**src/tcc_regs.svh**
```systemverilog
`ifndef TCC_REGS_SVH
`define TCC_REGS_SVH
// Notes on behaviour
// RL1 - mode bit 1: count on tick, clear to zero when counter matches compare A
// RL2 - compare A below count is missed; counter runs to 0xff, wraps, then matches
// RL3 - in clear-on-match mode wrap flag sets on the tick going 0xff to 0x00
// RL4 - in clear-on-match mode match flag A sets each time counter reaches top
// RL5 - compare writes take effect at once, no double buffering
// RL6 - control bit 3 picks normal (top 0xff) or clear-on-match (top compare A)
// RL7 - control bits 7:4, mask and flag bits 7:3 read zero
// RL8 - source codes: 000 stop, 001 clock, 010-101 divide by 8,64,256,1024
// RL9 - code 110 counts falling pin edges, code 111 rising pin edges
// RL10 - pin edges count even when the pin is driven as an output
// RL11 - counter readable and writable; a write blocks matches on the next tick
// RL12 - two 8-bit compare values compared continuously with the counter
// RL13 - mask bits 2,1,0 enable B, A, wrap; request needs mask, global and flag
// RL14 - flag bit 2 match B, bit 1 match A, bit 0 overflow
// RL15 - each flag clears on its per-source acknowledge input
// RL16 - writing one to a flag bit clears it, zero leaves it
// RL17 - fully synchronous; tick is a one-cycle clock enable
// RL18 - software counter write beats clear or increment in the same cycle
// RL19 - equality sets the match flag at the next tick, not at once
// RL20 - normal mode counts up only, wraps 0xff to 0x00 setting wrap flag
// RL21 - hardware set beats software clear on the same flag in the same cycle
// RL22 - reset clears every control, counter, compare, mask and flag bit

// register byte addresses on the apb bus
`define TCC_ADDR_CTRL 12'h000
`define TCC_ADDR_COUNT 12'h004
`define TCC_ADDR_CMPA 12'h008
`define TCC_ADDR_CMPB 12'h00c
`define TCC_ADDR_MASK 12'h010
`define TCC_ADDR_FLAGS 12'h014
// field positions and byte values
`define TCC_CTRL_MODE_BIT 3
`define TCC_FLAG_B_BIT 2
`define TCC_FLAG_A_BIT 1
`define TCC_FLAG_WRAP_BIT 0
`define TCC_RST_BYTE 8'h00
`define TCC_MAX 8'hff
`define TCC_ZERO 8'h00
// prescaler divide-by-n terminal counts (n minus one)
`define TCC_DIV8_TC 10'h007
`define TCC_DIV64_TC 10'h03f
`define TCC_DIV256_TC 10'h0ff
`define TCC_DIV1024_TC 10'h3ff
`endif

```
**src/tcc_pkg.sv**
```systemverilog
package tcc_pkg;
  typedef enum logic [2:0] {
    TCC_SRC_STOP, TCC_SRC_CLK, TCC_SRC_DIV8, TCC_SRC_DIV64,
    TCC_SRC_DIV256, TCC_SRC_DIV1024, TCC_SRC_PIN_FALL, TCC_SRC_PIN_RISE
  } tcc_src_t;
  typedef enum logic {TCC_MODE_NORMAL, TCC_MODE_CLEAR} tcc_mode_t;
endpackage

```
**src/tcc_timer8.sv**
```systemverilog
`timescale 1ns/1ps
`default_nettype none
`include "tcc_regs.svh"
module tcc_timer8 (
  // clock and reset
  input wire logic clk_sys_in,
  input wire logic rst_n_in,
  // apb slave
  input wire logic psel_in,
  input wire logic penable_in,
  input wire logic pwrite_in,
  input wire logic [11:0] paddr_in,
  input wire logic [31:0] pwdata_in,
  output logic [31:0] prdata_out,
  output logic pready_out,
  output logic pslverr_out,
  // external count pin and processor status
  input wire logic ext_count_pin_in,
  input wire logic global_irq_enable_in,
  // per-source acknowledge: bit 2 match b, bit 1 match a, bit 0 wrap
  input wire logic [2:0] irq_ack_in,
  // interrupt requests: bit 2 match b, bit 1 match a, bit 0 wrap
  output logic [2:0] irq_req_out,
  output logic [7:0] counter_value_out,
  output tcc_pkg::tcc_mode_t mode_out
);
  import tcc_pkg::*;

  // ==========================================================
  // register state
  logic [7:0] counter_value_r;
  logic [7:0] compare_a_r;
  logic [7:0] compare_b_r;
  logic [2:0] irq_mask_r;
  logic [2:0] irq_flags_r;
  tcc_src_t source_select_r;
  tcc_mode_t clear_on_match_select_r;
  logic [9:0] prescale_r;
  logic pin_last_r;
  logic block_match_r;

  logic setup_wr, access;
  logic wr_ctrl, wr_count, wr_cmpa, wr_cmpb, wr_mask, wr_flags;
  logic addr_ok;

  // one-cycle access phase: the slave answers in the first access cycle
  assign access = psel_in & penable_in;
  assign setup_wr = access & pwrite_in;
  assign wr_ctrl = setup_wr & (paddr_in == `TCC_ADDR_CTRL);
  assign wr_count = setup_wr & (paddr_in == `TCC_ADDR_COUNT);
  assign wr_cmpa = setup_wr & (paddr_in == `TCC_ADDR_CMPA);
  assign wr_cmpb = setup_wr & (paddr_in == `TCC_ADDR_CMPB);
  assign wr_mask = setup_wr & (paddr_in == `TCC_ADDR_MASK);
  assign wr_flags = setup_wr & (paddr_in == `TCC_ADDR_FLAGS);
  assign addr_ok = (paddr_in == `TCC_ADDR_CTRL) | (paddr_in == `TCC_ADDR_COUNT) |
                   (paddr_in == `TCC_ADDR_CMPA) | (paddr_in == `TCC_ADDR_CMPB) |
                   (paddr_in == `TCC_ADDR_MASK) | (paddr_in == `TCC_ADDR_FLAGS);

  // ==========================================================
  // clock source select and prescaler
  logic tick;
  logic pin_rise, pin_fall;
  // the pin is sampled as-is, so software driving it as an output still counts
  assign pin_rise = ext_count_pin_in & ~pin_last_r; // see RL10
  assign pin_fall = ~ext_count_pin_in & pin_last_r;

  always_ff @(posedge clk_sys_in) begin
    if (!rst_n_in) begin
      prescale_r <= 10'h000;
      pin_last_r <= 1'b0;
    end else begin
      prescale_r <= prescale_r + 10'h001;
      pin_last_r <= ext_count_pin_in;
    end
  end

  always_comb begin
    case (source_select_r) // see RL8
      TCC_SRC_STOP: tick = 1'b0;
      TCC_SRC_CLK: tick = 1'b1;
      // the prescaler wraps at 1024, so each tap fires when its low bits are all ones
      TCC_SRC_DIV8: tick = ((prescale_r & `TCC_DIV8_TC) == `TCC_DIV8_TC);
      TCC_SRC_DIV64: tick = ((prescale_r & `TCC_DIV64_TC) == `TCC_DIV64_TC);
      TCC_SRC_DIV256: tick = ((prescale_r & `TCC_DIV256_TC) == `TCC_DIV256_TC);
      TCC_SRC_DIV1024: tick = ((prescale_r & `TCC_DIV1024_TC) == `TCC_DIV1024_TC);
      TCC_SRC_PIN_FALL: tick = pin_fall; // see RL9
      TCC_SRC_PIN_RISE: tick = pin_rise; // see RL9
      default: tick = 1'b0;
    endcase
  end

  // ==========================================================
  // counter unit
  logic match_a, match_b, at_top, wrap_evt, set_a, set_b;
  assign match_a = (counter_value_r == compare_a_r); // see RL12
  assign match_b = (counter_value_r == compare_b_r); // see RL12
  // compare registers are read live, so a new top applies at once
  assign at_top = (clear_on_match_select_r == TCC_MODE_CLEAR) ? match_a // see RL5
                  : (counter_value_r == `TCC_MAX); // see RL6
  // wrap flag sets only going max to zero, in both modes
  assign wrap_evt = tick & (counter_value_r == `TCC_MAX); // see RL3
  // flags set on the tick after the equality, unless a counter write blocked it
  assign set_a = tick & match_a & ~block_match_r; // see RL19
  assign set_b = tick & match_b & ~block_match_r; // see RL11

  always_ff @(posedge clk_sys_in) begin
    if (!rst_n_in) begin
      counter_value_r <= `TCC_RST_BYTE; // see RL22
    end else if (wr_count) begin
      counter_value_r <= pwdata_in[7:0]; // see RL18
    end else if (tick) begin // see RL17
      // a top below the count is missed and the counter rolls past 0xff
      if (at_top || counter_value_r == `TCC_MAX) begin // see RL2
        counter_value_r <= `TCC_ZERO; // see RL1
      end else begin
        counter_value_r <= counter_value_r + 8'h01; // see RL20
      end
    end
  end

  // blocking holds until the next tick, even while stopped
  always_ff @(posedge clk_sys_in) begin
    if (!rst_n_in) begin
      block_match_r <= 1'b0;
    end else if (wr_count) begin
      block_match_r <= 1'b1; // see RL11
    end else if (tick) begin
      block_match_r <= 1'b0;
    end
  end

  // ==========================================================
  // control, compare and mask registers
  always_ff @(posedge clk_sys_in) begin
    if (!rst_n_in) begin
      source_select_r <= TCC_SRC_STOP; // see RL22
      clear_on_match_select_r <= TCC_MODE_NORMAL;
      compare_a_r <= `TCC_RST_BYTE;
      compare_b_r <= `TCC_RST_BYTE;
      irq_mask_r <= 3'h0;
    end else begin
      if (wr_ctrl) begin
        source_select_r <= tcc_src_t'(pwdata_in[2:0]); // see RL6
        clear_on_match_select_r <= tcc_mode_t'(pwdata_in[`TCC_CTRL_MODE_BIT]);
      end
      if (wr_cmpa) begin
        compare_a_r <= pwdata_in[7:0]; // see RL5
      end
      if (wr_cmpb) begin
        compare_b_r <= pwdata_in[7:0];
      end
      if (wr_mask) begin
        irq_mask_r <= pwdata_in[2:0];
      end
    end
  end

  // ==========================================================
  // flags: one generate entry per source
  logic [2:0] flag_set;
  logic [2:0] flag_clr;
  assign flag_set = {set_b, set_a, wrap_evt}; // see RL14 see RL4
  assign flag_clr = irq_ack_in | ({3{wr_flags}} & pwdata_in[2:0]); // see RL15 see RL16

  genvar gi;
  generate
    for (gi = 0; gi < 3; gi = gi + 1) begin : g_flag
      always_ff @(posedge clk_sys_in) begin
        if (!rst_n_in) begin
          irq_flags_r[gi] <= 1'b0;
        end else if (flag_set[gi]) begin
          irq_flags_r[gi] <= 1'b1; // see RL21
        end else if (flag_clr[gi]) begin
          irq_flags_r[gi] <= 1'b0;
        end
      end
    end
  endgenerate

  // ==========================================================
  // outputs, all registered
  always_ff @(posedge clk_sys_in) begin
    if (!rst_n_in) begin
      irq_req_out <= 3'h0;
      counter_value_out <= `TCC_RST_BYTE;
      mode_out <= TCC_MODE_NORMAL;
    end else begin
      irq_req_out <= irq_flags_r & irq_mask_r & {3{global_irq_enable_in}}; // see RL13
      counter_value_out <= counter_value_r;
      mode_out <= clear_on_match_select_r;
    end
  end

  // apb answer: pready pulses in the first access cycle; reads are registered
  always_ff @(posedge clk_sys_in) begin
    if (!rst_n_in) begin
      prdata_out <= 32'h0000_0000;
      pready_out <= 1'b0;
      pslverr_out <= 1'b0;
    end else begin
      pready_out <= psel_in & ~penable_in;
      pslverr_out <= psel_in & ~penable_in & ~addr_ok;
      prdata_out <= 32'h0000_0000;
      if (psel_in && !penable_in && !pwrite_in) begin
        case (paddr_in)
          `TCC_ADDR_CTRL: begin
            prdata_out <= {28'h0, clear_on_match_select_r, source_select_r}; // see RL7
          end
          `TCC_ADDR_COUNT: prdata_out <= {24'h0, counter_value_r};
          `TCC_ADDR_CMPA: prdata_out <= {24'h0, compare_a_r};
          `TCC_ADDR_CMPB: prdata_out <= {24'h0, compare_b_r};
          `TCC_ADDR_MASK: prdata_out <= {29'h0, irq_mask_r}; // see RL7
          `TCC_ADDR_FLAGS: prdata_out <= {29'h0, irq_flags_r}; // see RL7
          default: prdata_out <= 32'h0000_0000;
        endcase
      end
    end
  end
endmodule
`default_nettype wire

```
**config.mk**
```make
export PLATFORM = sky130hd
export DESIGN_NAME = tcc_timer8
export DESIGN_NICKNAME = d
export VERILOG_FILES = /design/src/tcc_pkg.sv /design/src/tcc_timer8.sv
export VERILOG_INCLUDE_DIRS = /design/src
export SDC_FILE = /design/constraint.sdc
export NUM_CORES = 1
export LEC_CHECK = 0
export ABC_AREA = 1
export BUFFER_PORTS_ARGS = -buffer_cell sky130_fd_sc_hd__buf_4
export CORE_UTILIZATION = 35
export DETAILED_ROUTE_END_ITERATION = 12
export REMOVE_ABC_BUFFERS = 1
export SYNTH_ARGS = -nofsm -noshare
export SYNTH_HDL_FRONTEND = slang
export SYNTH_SLANG_ARGS = --single-unit
```
**constraint.sdc**
```tcl
create_clock -name clk_sys_in -period 2 [get_ports clk_sys_in]
set_clock_uncertainty 0.15 [all_clocks]
set_input_delay 0.1 -clock clk_sys_in [delete_from_list [all_inputs] [get_ports clk_sys_in]]
set_output_delay 0.1 -clock clk_sys_in [all_outputs]
set_load 0.01 [all_outputs]
```
Word-level counts from Yosys, hierarchy flattened
Cells that the tools add are included.
{"block": "totals", "out_inout_bits": 46, "reg_bits": 92, "input_bits": 54}
{"block": "op_classes", "bitwise": 31, "reduce_logical": 12, "n_eq_ne": 19, "n_mux": 14, "addsub": 2}
{"cell": "$pmux W8 S6", "n": 1}
{"cell": "$eq A12 B4 Y1 const B", "n": 2}
{"cell": "$eq A12 B5 Y1 const B", "n": 2}
{"cell": "$mux W8", "n": 3}
{"cell": "$and A1 B1 Y1", "n": 17}
{"cell": "$eq A8 B8 Y1", "n": 2}
{"cell": "$eq A8 B8 Y1 const B", "n": 2}
{"cell": "$eq A3 B3 Y1 const B", "n": 5}
{"cell": "$eq A12 B3 Y1 const B", "n": 1}
{"cell": "$logic_not A12 Y1", "n": 1}
{"cell": "$add A10 B1 Y10 const B", "n": 1}
{"cell": "$eq A10 B10 Y1 const B", "n": 1}
{"cell": "$and A3 B3 Y3", "n": 3}
{"cell": "$mux W1", "n": 9}
{"cell": "$add A8 B1 Y8 const B", "n": 1}
{"cell": "$pmux W1 S8", "n": 1}
{"cell": "$reduce_bool A2 Y1", "n": 4}
{"cell": "$eq A3 B2 Y1 const B", "n": 2}
{"cell": "$eq A6 B6 Y1 const B", "n": 1}
{"cell": "$not A1 Y1", "n": 5}
{"cell": "$or A1 B1 Y1", "n": 5}
{"cell": "$eq A3 B1 Y1 const B", "n": 1}
{"cell": "$logic_not A3 Y1", "n": 1}
{"cell": "$or A3 B3 Y3", "n": 1}
{"cell": "4 further kinds", "n": 6}

Longest topological paths before layout
{"block": "logic_depth", "depth_word": 8, "depth_mapped": 13}

Worst setup path after synthesis
Ideal clock, no wire load.
{"block": "synth_timing", "path_type": "register to register", "from": "register prescale_r[0]", "to": "register counter_value_r[0]", "path_slack_ns": 0.287, "t_arrival_ns": 1.445, "n_path_buf": 1, "period_less_slack_ns": 1.713, "stages_incl_launch_ff": 12, "required_time_ns": 1.732, "path_cell_list": "dfxtp_1 ha_1 nand3_1 nor2_1 inv_1 nand2_1 nand2_1 inv_1 nand2_1 buf_2 a21oi_1 a21oi_1"}
{"block": "synth_via", "elab_chain_cells": 3, "elab_cells_between_ends": 6}
{"item": "start: declaration", "line_no": "tcc_timer8.sv:38", "source": "logic [9:0] prescale_r;"}
{"item": "start signal: assignment", "line_no": "tcc_timer8.sv:72", "source": "prescale_r <= prescale_r + 10'h001;"}
{"item": "$eq A10 B10 Y1 (no line), or another cell as far along"}
{"item": "$pmux W1 S8 (*)", "line_no": "tcc_timer8.sv:78", "source": "case (source_select_r)"}
{"item": "$reduce_bool A2 Y1 (no line) (*)"}
{"item": "end signal: assignment", "line_no": "tcc_timer8.sv:108", "source": "counter_value_r <= `TCC_RST_BYTE;"}
{"item": "end signal: assignment", "line_no": "tcc_timer8.sv:110", "source": "counter_value_r <= pwdata_in[7:0];"}
{"item": "end signal: assignment", "line_no": "tcc_timer8.sv:114", "source": "counter_value_r <= `TCC_ZERO;"}
{"item": "end: declaration", "line_no": "tcc_timer8.sv:31", "source": "logic [7:0] counter_value_r;"}
Every way passes the cells marked *; elsewhere a longest branch is shown, timed or not.
A chain may end at the register's enable or synchronous reset.

Worst setup path after layout
{"block": "layout_timing", "from": "register prescale_r[0]", "to": "register counter_value_r[6]"}
The elaborated chain is that of the path after synthesis.

==> qor.txt <==
Flop pwr share: 54.1%
Drt drc: 0
Initial antenna violation count: 0
Area Growth Syn to Fin: 25.5%
VDD IR max: 0.216 mV
Sw Share: 25.1%
Clock Path Buffers: 2
Yosys warns: 0
Gr usage total: 18.5%
Internal reg-to-reg setup slack: 0.20 ns
P_int: 1890 uW
CP Capture Type: flip-flop
Comb power frac: 7.1%
Largest net degree at the start of global routing: 50
Hold EP: pslverr_out$_SDFF_PN0_
Final setup viols: 0
Fin crit share: 89.9%
Post-route ant nets: 0
CP Launch Type: flip-flop
Register area share after synthesis: 39.6%
CP Data Required Time: 2.10 ns
Fillers: 996
Num Clock Sinks: 68
Yosys reg bits: 68
Routed vias: 3,361
I/O pin count: 100
Post-Synthesis Cell Area: 0.00344 sq mm
Initial core utilization: 36.7%
CP Class: flip-flop to flip-flop
Layout Cells excl Fill: 722
P_leak: 0.00203 uW
Final #Nets: 645
Antenna diode count: 0
Cts bufs inserted: 9
Post-Place Setup Slack: 0.172 ns
Status: finished clean
Share of cells above drive strength 1: 14.8%
Routed len/inst: 12.3 um
Clock power frac: 38.9%
Distinct cells, synth: 27
Vias/cell: 4.66
H-tree depth: 3
Slew Limit Fails: 0
Pwr Density: 585 mW/mm^2
Reg clk slew, reported paths: 0.07 ns
Min-delay worst type: input port to flip-flop
Minimum clock period: 1.80 ns
Reg2Reg Capture Point: counter_value_r[6]$_SDFFE_PN0P_
First-pass GRT wire length: 14,400 um
Placed cell count: 687
Initial DRC count: 227
GR Overflow Total: 0
Port Buf Inserts: 51
Min-delay src: paddr_in[0]
Die Y: 101 um
Clk root buf: clkbuf_8
Worst hold slack: 0.0196 ns
NetSw: 635 uW
Hold path cells: 4
Routed WL: 8870 um
DRT Pass-1 Iters: 5
FF-to-FF Start: prescale_r[0]$_SDFF_PN0_
Die width: 101 um
Max Clk Rate: 0.556 GHz
Final Power: 2520 uW
Depth of the worst register-to-register path: 13
Synth Instances: 506
Syn avg cell area: 6.79 sq um
Post-detail-place hpwl: 6340 um
Crit path DAT: 1.90 ns
CP max FO: 17
Clock Latency Late Sink: 0.35 ns
Core area: 0.00937 sq mm
Setup_tns: 0 ns
Core Rows: 35
Die ar.: 0.0102 sq mm
Number of global-route vias before repair: 3,110
Max-Cap Viols: 0
Unrepaired setup endpoints after global routing: false
Final hold violation count: 0
CTS tree: yes
Worst Setup Slack, final: 0.202 ns
Gp weighted congestion: 0.864
how the worst max path moves through the flow:
| stage | from | to | slack, ns |
|---|---|---|---|
| 6_report | prescale_r[0]$_SDFF_PN0_ | counter_value_r[6]$_SDFFE_PN0P_ | 0.20 |
| 5_1_grt | prescale_r[0]$_SDFF_PN0_ | irq_flags_r[2]$_SDFFE_PN0P_ | 0.02 |
| 4_1_cts | penable_in | compare_b_r[6]$_SDFFE_PN0P_ | 0.13 |
| 3_5_place_dp | prescale_r[0]$_SDFF_PN0_ | counter_value_r[6]$_SDFFE_PN0P_ | 0.17 |
| 3_3_place_gp | prescale_r[0]$_SDFF_PN0_ | counter_value_r[6]$_SDFFE_PN0P_ | 0.19 |
| 2_1_floorplan | prescale_r[0]$_SDFF_PN0_ | counter_value_r[6]$_SDFFE_PN0P_ | 0.25 |
cells in the final DEF (no fill, tap or decap), drive strengths merged:
| master | instances |
|---|---|
| a21oi | 55 |
| and3 | 2 |
| buf | 66 |
| clkbuf | 12 |
| clkinv | 3 |
| clkinvlp | 1 |
| conb | 24 |
| dfxtp | 68 |
| dlygate4sd3 | 18 |
| ha | 3 |
| inv | 87 |
| nand2 | 101 |
| nand3 | 35 |
| nand4 | 3 |
| nor2 | 43 |
| nor3 | 14 |
| nor3b | 1 |
| o2111ai | 1 |
| o21ai | 33 |
| o22ai | 11 |
| or2 | 1 |
| xnor2 | 6 |
| xor2 | 5 |
registers in the layout, indices dropped and copies added (netlist names), 3 cells and up:
register,flops
prescale_r,10
compare_a_r,8
compare_b_r,8
counter_value_out,8
counter_value_r,8
prdata_out,8
irq_flags_r,3
irq_mask_r,3
irq_req_out,3
source_select_r,3
critical path, cell delays in order (launching register included):
cell and delay, ns:
dfxtp_1 0.37, ha_1 0.18, nand3_1 0.13, nor2_2 0.15, inv_1 0.08, nand2_1 0.06
nand2_1 0.05, inv_1 0.04, nand2_1 0.07, buf_12 0.16, nand2_1 0.08, nand3_1 0.08
nand2_1 0.07, inv_1 0.04
power groups by stage:
stage / Combinational [uW] / Sequential (uW) / Clock, uW
floorplan: 64.4 / 1400 / 0
global placement: 148 / 1400 / 0
detailed placement: 150 / 1400 / 0
CTS: 178 / 1360 / 998
global route: 197 / 1370 / 1070
finish: 179 / 1370 / 981
layer usage:
layer	wire (um)	vias to the layer above	track usage, %
met1	4100	1498	23.0
met4	157	0	6.58
met5	0	-	0
met3	538	16	4.16
li1	-	1721	-
met2	4070	126	31.2
final cells by class:
cell class                      count  area, sq um  share of cell area [%]
Multi-Input combinational cell    338         1610                    37.4
Clock inverter                      4         26.3                   0.609
Tap cell                          129          161                    3.74
Sequential cell                    68         1360                    31.6
Inverter                           87          327                    7.57
Timing Repair Buffer               84          688                    16.0
Clock buffer                       12          135                    3.13
repair_timing:
action	in CTS	in global routing
hold buffers	18	0
setup buffers	0	1
setup endpoints to repair	0	17
resized for setup	0	4
endpoints found under the hold margin	42	0
metrics by stage:
| step | cell area (sq um) | utilization, % |
|---|---|---|
| floorplan | 3290 | - |
| global route | 4310 | 46.0 |
| global placement | 3950 | 42.1 |
| finish | 4310 | 46.0 |
| detailed placement | 3950 | 42.1 |
| CTS | 4290 | 45.8 |
cell usage after synthesis:
cell | count | share of area [%]
ha_1 | 3 | 1.1
buf_4 | 25 | 5.5
nor3_1 | 12 | 1.7
and3_1 | 2 | 0.36
nand4_1 | 3 | 0.55
nor3b_1 | 1 | 0.22
clkbuf_1 | 5 | 0.55
o21ai_1 | 1 | 0.15
nor3_2 | 1 | 0.29
nand3_1 | 34 | 5.0
conb_1 | 1 | 0.11
a21oi_1 | 55 | 8.0
nor2_1 | 42 | 4.6
xnor2_1 | 6 | 1.5
xor2_1 | 5 | 1.3
o22ai_1 | 11 | 2.0
nor3_4 | 1 | 0.47
or2_4 | 1 | 0.25
o21ai_0 | 32 | 4.7
inv_1 | 87 | 9.5
nand2_1 | 101 | 11
clkbuf_2 | 1 | 0.15
o2111ai_1 | 1 | 0.25
nor2_2 | 1 | 0.18
buf_2 | 5 | 0.73
dfxtp_1 | 68 | 40
nand3_2 | 1 | 0.29
cells by family after synthesis:
logic type	Yosys count	share of synthesized area, %
other	1	0.109
and+or+nand+nor	200	24.9
buffers and inverters	123	16.4
DFF	68	39.6
AOI/OAI and AO/OA	100	15.1
adders and majority gates	3	1.09
xor gates and xnor gates	11	2.80
Power figures use the tool's default switching activity.
